==> src/dmrt_pkg.sv <==
// What this block does
// - 16-bit counter from two byte halves
// - Mode from split and capture enable bits
// - Count clock: system, div twelve, ext div8
// - Synchronize external div8 tick to clock
// - 16-bit mode: count up, reload on rollover
// - 16-bit rollover sets high flag, interrupts
// - Low byte wrap interrupts when enabled
// - Split: two 8-bit timers, own reloads
// - Split: run control gates high only
// - Per-byte clock select with external select
// - Split: each byte wrap sets its flag
// - Split interrupts: high, either if enabled
// - Flags cleared only by software
// - Capture copies count into reload, interrupts
//
// Purpose: Constants for the dual mode reload timer
// Assumes: 32-bit AXI4-Lite, one register per word
// Notes:   Narrow registers sit in the low bits
package dmrt_pkg;
    // Register byte offsets
    localparam logic [4:0] OFS_CONTROL  = 5'h00;
    localparam logic [4:0] OFS_CLKCTL   = 5'h04;
    localparam logic [4:0] OFS_CNT_LO   = 5'h08;
    localparam logic [4:0] OFS_CNT_HI   = 5'h0c;
    localparam logic [4:0] OFS_RLD_LO   = 5'h10;
    localparam logic [4:0] OFS_RLD_HI   = 5'h14;
    localparam logic [4:0] OFS_INTEN    = 5'h18;
    // Control register fields
    localparam int BIT_HIGH_FLAG   = 7;
    localparam int BIT_LOW_FLAG    = 6;
    localparam int BIT_LOW_INT_EN  = 5;
    localparam int BIT_CAPTURE_EN  = 4;
    localparam int BIT_SPLIT       = 3;
    localparam int BIT_RUN         = 2;
    localparam int BIT_CAP_SRC     = 1;
    localparam int BIT_EXT_SEL     = 0;
    // Clock control register fields
    localparam int BIT_HIGH_CLKSEL = 5;
    localparam int BIT_LOW_CLKSEL  = 4;
    // Interrupt enable register field
    localparam int BIT_TIMER_INTEN = 0;
    // Reset values
    localparam logic [7:0] RST_BYTE = 8'h00;
    // Prescalers
    localparam logic [3:0] DIV12_LAST = 4'hb;
    localparam logic [2:0] DIV8_LAST  = 3'h7;
    // Bus responses
    localparam logic [1:0] RESP_OKAY   = 2'b00;
    localparam logic [1:0] RESP_SLVERR = 2'b10;
    // Operating modes: {capture_enable, split}
    typedef enum logic [1:0] {
        DMRT_MODE_RLD16  = 2'b00,
        DMRT_MODE_RLD8X2 = 2'b01,
        DMRT_MODE_CAP16  = 2'b10,
        DMRT_MODE_CAP8X2 = 2'b11
    } dmrt_mode_t;
endpackage

==> src/dmrt_timer.sv <==
// Purpose: Dual mode reload timer with AXI4-Lite registers
// Assumes: All inputs synchronous except ext_osc and slow_osc
// Notes:   Write 0 to a flag to clear it; hardware set wins
`timescale 1ns/100ps
module dmrt_timer
    import dmrt_pkg::*;
(
    // Clock and reset
    input  wire logic        clock,
    input  wire logic        sys_rst,
    // AXI4-Lite write address
    input  wire logic        s_axi_awvalid,
    output logic             s_axi_awready,
    input  wire logic [4:0]  s_axi_awaddr,
    // AXI4-Lite write data
    input  wire logic        s_axi_wvalid,
    output logic             s_axi_wready,
    input  wire logic [31:0] s_axi_wdata,
    input  wire logic [3:0]  s_axi_wstrb,
    // AXI4-Lite write response
    output logic             s_axi_bvalid,
    input  wire logic        s_axi_bready,
    output logic [1:0]       s_axi_bresp,
    // AXI4-Lite read address
    input  wire logic        s_axi_arvalid,
    output logic             s_axi_arready,
    input  wire logic [4:0]  s_axi_araddr,
    // AXI4-Lite read data
    output logic             s_axi_rvalid,
    input  wire logic        s_axi_rready,
    output logic [31:0]      s_axi_rdata,
    output logic [1:0]       s_axi_rresp,
    // Clock sources and capture events
    input  wire logic        ext_osc,
    input  wire logic        slow_osc,
    input  wire logic        sof_event,
    // Interrupt request
    output logic             timer_irq
);

    ////////////////////////////////////////////////////////////////////
    // Registers
    logic [7:0]  ctrl_r, ctrl_nxt;
    logic [7:0]  clkctl_r;
    logic        timer_inten_r;
    logic [7:0]  count_low_byte_r, count_low_nxt;
    logic [7:0]  count_high_byte_r, count_high_nxt;
    logic [7:0]  reload_low_byte_r, reload_low_nxt;
    logic [7:0]  reload_high_byte_r, reload_high_nxt;
    logic        bvalid_r, rvalid_r;
    logic [1:0]  bresp_r, rresp_r;
    logic [31:0] rdata_r;
    logic [3:0]  div12_r;
    logic        ext_s1_r, ext_s2_r, ext_s3_r;
    logic [2:0]  div8_r;
    logic        slow_s1_r, slow_s2_r, slow_s3_r;

    ////////////////////////////////////////////////////////////////////
    // Bus decode
    wire wr_fire = s_axi_awvalid & s_axi_wvalid & ~bvalid_r;
    wire rd_fire = s_axi_arvalid & ~rvalid_r;
    wire wr_lane = wr_fire & s_axi_wstrb[0];
    wire [7:0] wbyte = s_axi_wdata[7:0];
    wire wr_ctrl   = wr_lane & (s_axi_awaddr == OFS_CONTROL);
    wire wr_clkctl = wr_lane & (s_axi_awaddr == OFS_CLKCTL);
    wire wr_cnt_lo = wr_lane & (s_axi_awaddr == OFS_CNT_LO);
    wire wr_cnt_hi = wr_lane & (s_axi_awaddr == OFS_CNT_HI);
    wire wr_rld_lo = wr_lane & (s_axi_awaddr == OFS_RLD_LO);
    wire wr_rld_hi = wr_lane & (s_axi_awaddr == OFS_RLD_HI);
    wire wr_inten  = wr_lane & (s_axi_awaddr == OFS_INTEN);
    wire wr_mapped = (s_axi_awaddr[1:0] == 2'b00)
                   & (s_axi_awaddr <= OFS_INTEN);
    wire rd_mapped = (s_axi_araddr[1:0] == 2'b00)
                   & (s_axi_araddr <= OFS_INTEN);
    wire [7:0] rd_byte =
        (s_axi_araddr == OFS_CONTROL) ? ctrl_r :
        (s_axi_araddr == OFS_CLKCTL)  ? clkctl_r :
        (s_axi_araddr == OFS_CNT_LO)  ? count_low_byte_r :
        (s_axi_araddr == OFS_CNT_HI)  ? count_high_byte_r :
        (s_axi_araddr == OFS_RLD_LO)  ? reload_low_byte_r :
        (s_axi_araddr == OFS_RLD_HI)  ? reload_high_byte_r :
        (s_axi_araddr == OFS_INTEN)   ? {7'h00, timer_inten_r} : 8'h00;

    assign s_axi_awready = wr_fire;
    assign s_axi_wready  = wr_fire;
    assign s_axi_bvalid  = bvalid_r;
    assign s_axi_bresp   = bresp_r;
    assign s_axi_arready = rd_fire;
    assign s_axi_rvalid  = rvalid_r;
    assign s_axi_rdata   = rdata_r;
    assign s_axi_rresp   = rresp_r;

    ////////////////////////////////////////////////////////////////////
    // Mode and clock selection
    wire split_select   = ctrl_r[BIT_SPLIT];
    wire capture_enable = ctrl_r[BIT_CAPTURE_EN];
    wire run_control    = ctrl_r[BIT_RUN];
    wire ext_select     = ctrl_r[BIT_EXT_SEL];
    wire low_int_enable = ctrl_r[BIT_LOW_INT_EN];
    dmrt_mode_t mode;
    assign mode = dmrt_mode_t'({capture_enable, split_select});

    wire div12_tick = (div12_r == DIV12_LAST);
    wire ext_edge   = ext_s2_r & ~ext_s3_r;
    wire ext_tick   = ext_edge & (div8_r == DIV8_LAST);
    wire slow_fall  = ~slow_s2_r & slow_s3_r;
    wire slow_tick  = ext_select ? ext_tick : div12_tick;
    wire tick_low   = clkctl_r[BIT_LOW_CLKSEL] ? 1'b1 : slow_tick;
    wire tick_high  = clkctl_r[BIT_HIGH_CLKSEL] ? 1'b1 : slow_tick;
    wire cap_event  = ctrl_r[BIT_CAP_SRC] ? slow_fall : sof_event;

    ////////////////////////////////////////////////////////////////////
    // Counter datapath
    logic adv_low, adv_high, wrap_low, wrap_high, cap_hit;
    always_comb begin
        cap_hit         = 1'b0;
        reload_low_nxt  = reload_low_byte_r;
        reload_high_nxt = reload_high_byte_r;
        case (mode)
            DMRT_MODE_RLD16, DMRT_MODE_CAP16: begin
                adv_low  = run_control & tick_low;
                adv_high = adv_low & (count_low_byte_r == 8'hff);
            end
            DMRT_MODE_RLD8X2, DMRT_MODE_CAP8X2: begin
                adv_low  = tick_low;
                adv_high = run_control & tick_high;
            end
            default: {adv_low, adv_high} = 2'b00;
        endcase
        wrap_low       = adv_low & (count_low_byte_r == 8'hff);
        wrap_high      = adv_high & (count_high_byte_r == 8'hff);
        count_low_nxt  = count_low_byte_r + {7'h00, adv_low};
        count_high_nxt = count_high_byte_r + {7'h00, adv_high};
        if (!capture_enable) begin
            if (split_select) begin
                if (wrap_low) begin
                    count_low_nxt = reload_low_byte_r;
                end
                if (wrap_high) begin
                    count_high_nxt = reload_high_byte_r;
                end
            end else if (wrap_high) begin
                count_low_nxt  = reload_low_byte_r;
                count_high_nxt = reload_high_byte_r;
            end
        end else if (cap_event) begin
            cap_hit         = 1'b1;
            reload_low_nxt  = count_low_byte_r;
            reload_high_nxt = count_high_byte_r;
        end
        count_low_nxt   = wr_cnt_lo ? wbyte : count_low_nxt;
        count_high_nxt  = wr_cnt_hi ? wbyte : count_high_nxt;
        reload_low_nxt  = wr_rld_lo ? wbyte : reload_low_nxt;
        reload_high_nxt = wr_rld_hi ? wbyte : reload_high_nxt;
    end

    ////////////////////////////////////////////////////////////////////
    // Control register and flags, hardware set beats software clear
    wire set_high = (wrap_high & ~capture_enable) | cap_hit;
    wire set_low  = wrap_low & ~capture_enable;
    always_comb begin
        ctrl_nxt = wr_ctrl ? wbyte : ctrl_r;
        if (set_high) begin
            ctrl_nxt[BIT_HIGH_FLAG] = 1'b1;
        end
        if (set_low) begin
            ctrl_nxt[BIT_LOW_FLAG] = 1'b1;
        end
    end

    // Either flag can be the source; software reads both
    assign timer_irq = timer_inten_r & (ctrl_r[BIT_HIGH_FLAG]
                     | (ctrl_r[BIT_LOW_FLAG] & low_int_enable));

    ////////////////////////////////////////////////////////////////////
    // Timer state
    always_ff @(posedge clock) begin
        if (sys_rst) begin
            ctrl_r             <= RST_BYTE;
            clkctl_r           <= RST_BYTE;
            timer_inten_r      <= 1'b0;
            count_low_byte_r   <= RST_BYTE;
            count_high_byte_r  <= RST_BYTE;
            reload_low_byte_r  <= RST_BYTE;
            reload_high_byte_r <= RST_BYTE;
        end else begin
            ctrl_r             <= ctrl_nxt;
            count_low_byte_r   <= count_low_nxt;
            count_high_byte_r  <= count_high_nxt;
            reload_low_byte_r  <= reload_low_nxt;
            reload_high_byte_r <= reload_high_nxt;
            clkctl_r           <= wr_clkctl ? wbyte : clkctl_r;
            timer_inten_r <= wr_inten ? wbyte[BIT_TIMER_INTEN] : timer_inten_r;
        end
    end

    // Prescalers and synchronizers
    always_ff @(posedge clock) begin
        if (sys_rst) begin
            div12_r   <= 4'h0;
            div8_r    <= 3'h0;
            ext_s1_r  <= 1'b0;
            ext_s2_r  <= 1'b0;
            ext_s3_r  <= 1'b0;
            slow_s1_r <= 1'b0;
            slow_s2_r <= 1'b0;
            slow_s3_r <= 1'b0;
        end else begin
            div12_r   <= div12_tick ? 4'h0 : div12_r + 4'h1;
            ext_s1_r  <= ext_osc;
            ext_s2_r  <= ext_s1_r;
            ext_s3_r  <= ext_s2_r;
            slow_s1_r <= slow_osc;
            slow_s2_r <= slow_s1_r;
            slow_s3_r <= slow_s2_r;
            div8_r    <= div8_r + {2'b00, ext_edge};
        end
    end

    // Bus response
    always_ff @(posedge clock) begin
        if (sys_rst) begin
            bvalid_r <= 1'b0;
            bresp_r  <= RESP_OKAY;
            rvalid_r <= 1'b0;
            rresp_r  <= RESP_OKAY;
            rdata_r  <= 32'h0000_0000;
        end else begin
            if (wr_fire) begin
                bvalid_r <= 1'b1;
                bresp_r  <= wr_mapped ? RESP_OKAY : RESP_SLVERR;
            end else if (s_axi_bready) begin
                bvalid_r <= 1'b0;
            end
            if (rd_fire) begin
                rvalid_r <= 1'b1;
                rresp_r  <= rd_mapped ? RESP_OKAY : RESP_SLVERR;
                rdata_r  <= {24'h000000, rd_byte};
            end else if (s_axi_rready) begin
                rvalid_r <= 1'b0;
            end
        end
    end

    wire quiet = ~wr_fire;
    wire m16   = (mode == DMRT_MODE_RLD16);
    wire m8    = (mode == DMRT_MODE_RLD8X2);
    wire run16 = m16 && quiet && run_control && tick_low;
endmodule

==> config.mk <==
export PLATFORM = sky130hd
export DESIGN_NAME = dmrt_timer
export DESIGN_NICKNAME = d
export VERILOG_FILES = /design/src/dmrt_pkg.sv /design/src/dmrt_timer.sv
export SDC_FILE = /design/constraint.sdc
export NUM_CORES = 1
export LEC_CHECK = 0
export ABC_CLOCK_PERIOD_IN_PS = 3400
export BUFFER_PORTS_ARGS = -buffer_cell sky130_fd_sc_hd__clkbuf_2
export CAP_MARGIN = 15
export CORE_MARGIN = 5
export CORE_UTILIZATION = 50
export DETAILED_ROUTE_END_ITERATION = 8
export PLACE_DENSITY = 0.77
export RECOVER_POWER = 50
export SKIP_CTS_REPAIR_TIMING = 1
export SYNTH_ARGS = -nofsm -noshare
export SYNTH_HDL_FRONTEND = slang
export SYNTH_SLANG_ARGS = --single-unit
==> constraint.sdc <==
create_clock -name clock -period 3.4 [get_ports clock]
set_input_delay 0.17 -clock clock [delete_from_list [all_inputs] [get_ports clock]]
set_output_delay 0.17 -clock clock [all_outputs]
set_load 0.05 [all_outputs]
==> run_results.csv <==
group,metric,value,unit
cells_and_area,multi_input_area,0.002237,sq mm
yosys,ys_async_sr_fraction,0,%
worst_setup_path,path_cells,"clkbuf_1, clkbuf_1, nor3b_1, buf_4, nand2_1, o21ai_1",
sta,hold_viol_final,0,
yosys,yosysSeqAreaShare,37.83,%
die,dieArea,0.009702,sq mm
yosys,yosysTopAreaCell,"dfxtp_1",
power,p_leak,1.772,nW
route,drtIter0Drc,305,
grt,grt_overflow_total,0,
grt,groute.usage.overall,20.83,%
sta,max_freq,0.3725,GHz
status,status,"complete, but fails checks",
worst_setup_path,critPathMostFrequentCell,"clkbuf_1",
power,max-vdd-ir-drop,0.2143,mV
cts,cts_root_buffer,"clkbuf_8",
worst_setup_path,end_kind,"flop",
die,boundaryPins,98,
sta,period_needed,2.685,ns
sta,slew_headroom,-47.62,%
power,power.total,0.001757,W
route,drcViolationCount,0,
worst_setup_path,path_max_fanout,50,
die,row_count,32,
sta,slew_viol_final,51,
placed_design,placed_cell_area,0.004115,sq mm
cells_and_area,nNetsFinal,556,
yosys,synth.area.top_cells,"dfxtp_1, mux2i_1, nor2_1, buf_4, a211oi_1",
yosys,synth_top_area_share,37.83,%
yosys,synth_cell_types,51,
cells_and_area,antenna_cells,0,
cts,cts_buffers,9,
die,die_h,98.50,microns
grt,grt_pass1_wl,16300,microns
worst_setup_path,crit_type,"in -> reg",
yosys,synth-edff-count,0,
sta,setup-violations-final,0,
route,drt-wirelength-per-cell,17.19,microns
power,power_density,410.5,mW/mm^2
cells_and_area,drive_above_1_share,11.65,%
sta,max_slew.worst_pin.slew,2.214,ns
route,vias,3503,
yosys,syn_avg_cell_area,8.607,sq um
sta,fin_skew,0.005858,ns
route,avgViaCountPerCell,5.838,
grt,grt_pass1_vias,3210,
cells_and_area,regArea,0.001481,sq mm
cts,cts.clk_slew.worst_paths,0.07,ns
worst_setup_path,crit_path_max_incr_delay,1.63,ns
status,violations,"capacitance limit, slew limit",
yosys,ys.flop_type,"dfxtp_1",
die,dieWidth,98.50,microns
die,core_area,0.007687,sq mm
cts,clock_latency,0.35,ns
yosys,synth_area,0.003916,sq mm
route,drt-pass1-iter-count,5,
route,postRouteAntennaNets,0,
die,start_util,50.94,%
grt,antenna_found_initial,0,
sta,setup_tns,0,ns
sta,rsz0062_at_grt,"false",
cells_and_area,areaGrowthSynthToFinish,9.297,%
cts,tritoncts,"yes",
placed_design,hpwl,7346,microns
worst_setup_path,reg2reg_slack,0.77,ns
min_path,hold_path_class,"in -> reg",
grt,grt_max_degree,51,
run,drv_cap,1,
yosys,ys_seq_elements,74,
route,wirelength,10310,microns
cts,clockBufferDepth,2,
placed_design,numPortBuffers,44,
cts,clock_sinks,74,
yosys,synth_cells,455,
worst_setup_path,crit_arrival,2.91,ns
cells_and_area,nFillCells,696,
cts,ctsHtreeMaxLevel,3,
worst_setup_path,cp_slowest_cell,"clkbuf_1",
cells_and_area,design_area,0.004280,sq mm
worst_setup_path,startpoint_type,"input pin",
yosys,yosysWarnings,0,
worst_setup_path,required,3.63,ns
placed_design,gp_congestion,0.9935,
cells_and_area,final_util,55.68,%
sta,fin_crit_sh,78.96,%
[synth_stat cells (3+ instances only)]
cell type  instances
dfxtp_1           74
nor2_1            55
nand2_1           42
mux2i_1           38
buf_4             27
a211oi_1          23
a21oi_1           20
nand3_1           19
clkbuf_1          15
nor2b_1           14
a22oi_1           12
nand4_1           10
a31oi_1            8
o21ai_0            8
xnor2_1            8
ha_1               7
o21ai_1            7
xor2_1             6
a211o_1            4
and3_1             4
and4_1             4
buf_2              4
nor3b_1            4
a21o_1             3
inv_1              3
nand3b_1           3
nor3_1             3
[worst paths after layout]
path | endpoint | start | cells past startpoint
worst min-delay path | ext_s1_r$_SDFF_PP0_ | ext_osc | 2
worst min register to register | ext_s2_r$_SDFF_PP0_ | ext_s1_r$_SDFF_PP0_ | 1
worst max register to register | count_high_byte_r[4]$_SDFF_PP0_ | div12_r[0]$_SDFF_PP0_ | 11
worst max-delay path | count_low_byte_r[1]$_SDFF_PP0_ | sys_rst | 6
[registers in the layout, indices dropped and copies added (netlist names)]
name and flops:
clkctl_r 8, count_high_byte_r 8, count_low_byte_r 8, ctrl_r 8, div12_r 4, div8_r 3
ext_s1_r 1, ext_s2_r 1, ext_s3_r 1, reload_high_byte_r 8, reload_low_byte_r 8, s_axi_bresp 1
s_axi_bvalid 1, s_axi_rdata 8, s_axi_rresp 1, s_axi_rvalid 1, slow_s1_r 1, slow_s2_r 1
slow_s3_r 1, timer_inten_r 1
[final cells by class]
class | count | area share, %
Clock buffer | 11 | 3.537
Multi-Input combinational cell | 355 | 52.27
Timing Repair Buffer | 50 | 5.671
Clock inverter | 5 | 0.6723
Inverter | 3 | 0.2631
Sequential cell | 74 | 34.61
Tap cell | 102 | 2.982
[cells in the final DEF (no fill, tap or decap), types with 3 or more instances in the layout]
cell type | synthesis | layout
inv_1 | 3 | 3
xnor2_1 | 8 | 8
nand3_1 | 19 | 19
mux2i_1 | 38 | 38
nand2_1 | 42 | 42
nor3b_1 | 4 | 4
ha_1 | 7 | 7
clkbuf_1 | 15 | 18
and4_1 | 4 | 4
dfxtp_1 | 74 | 74
nor2_1 | 55 | 55
clkbuf_2 | 0 | 27
a211oi_1 | 23 | 23
a21oi_1 | 20 | 20
nand4_1 | 10 | 10
a31oi_1 | 8 | 8
nand3b_1 | 3 | 3
xor2_1 | 6 | 6
a21o_1 | 3 | 3
nor3_1 | 3 | 3
buf_4 | 27 | 4
clkbuf_8 | 0 | 11
a22oi_1 | 12 | 12
and3_1 | 4 | 4
clkinv_2 | 0 | 4
a211o_1 | 4 | 4
conb_1 | 1 | 26
o21ai_0 | 8 | 8
nor2b_1 | 14 | 14
o21ai_1 | 7 | 7
[report_power, final]
part	internal, W	switching (W)	leakage, nW
registers	0.000885	0.0000113	0.600
clock network	0.000301	0.000327	0.0988
logic	0.0000459	0.000187	1.07
[kinds of logic (layout without fill, tap and decap cells)]
kind of cell | Yosys count | after routing | share of synthesized area [%]
compound gates | 96 | 96 | 16.39
buf+inv | 51 | 69 | 7.604
other cells | 1 | 26 | 0.09575
xor+xnor | 14 | 14 | 3.131
simple gates | 174 | 174 | 23.00
fa+ha+maj | 7 | 7 | 2.236
mux | 38 | 38 | 9.712
flops | 74 | 74 | 37.83
[routing by layer]
metal	global-route usage, %	wire length (microns)	vias up
met5	0	0	-
li1	-	-	1663
met4	5.987	177	0
met2	32.35	4697	193
met3	6.511	1072	23
met1	27.95	4365	1624
[worst max-delay path, delay by kind of cell]
family                 cells  cell delay [ns]
AND/OR/NAND/NOR            2             0.27
buffers and inverters      3             2.40
AO/OA/AOI/OAI              1             0.06
[metrics by stage]
step	setup WS [ns]	hold slack, ns	cells
floorplan	0.6767	0.2690	480
global placement	0.7886	0.3603	583
detailed placement	0.7828	0.3594	583
CTS	0.7790	-0.01176	599
global route	0.4334	0.05687	600
finish	0.7153	0.03919	600
No activity file was read; power rests on OpenSTA's default activity.
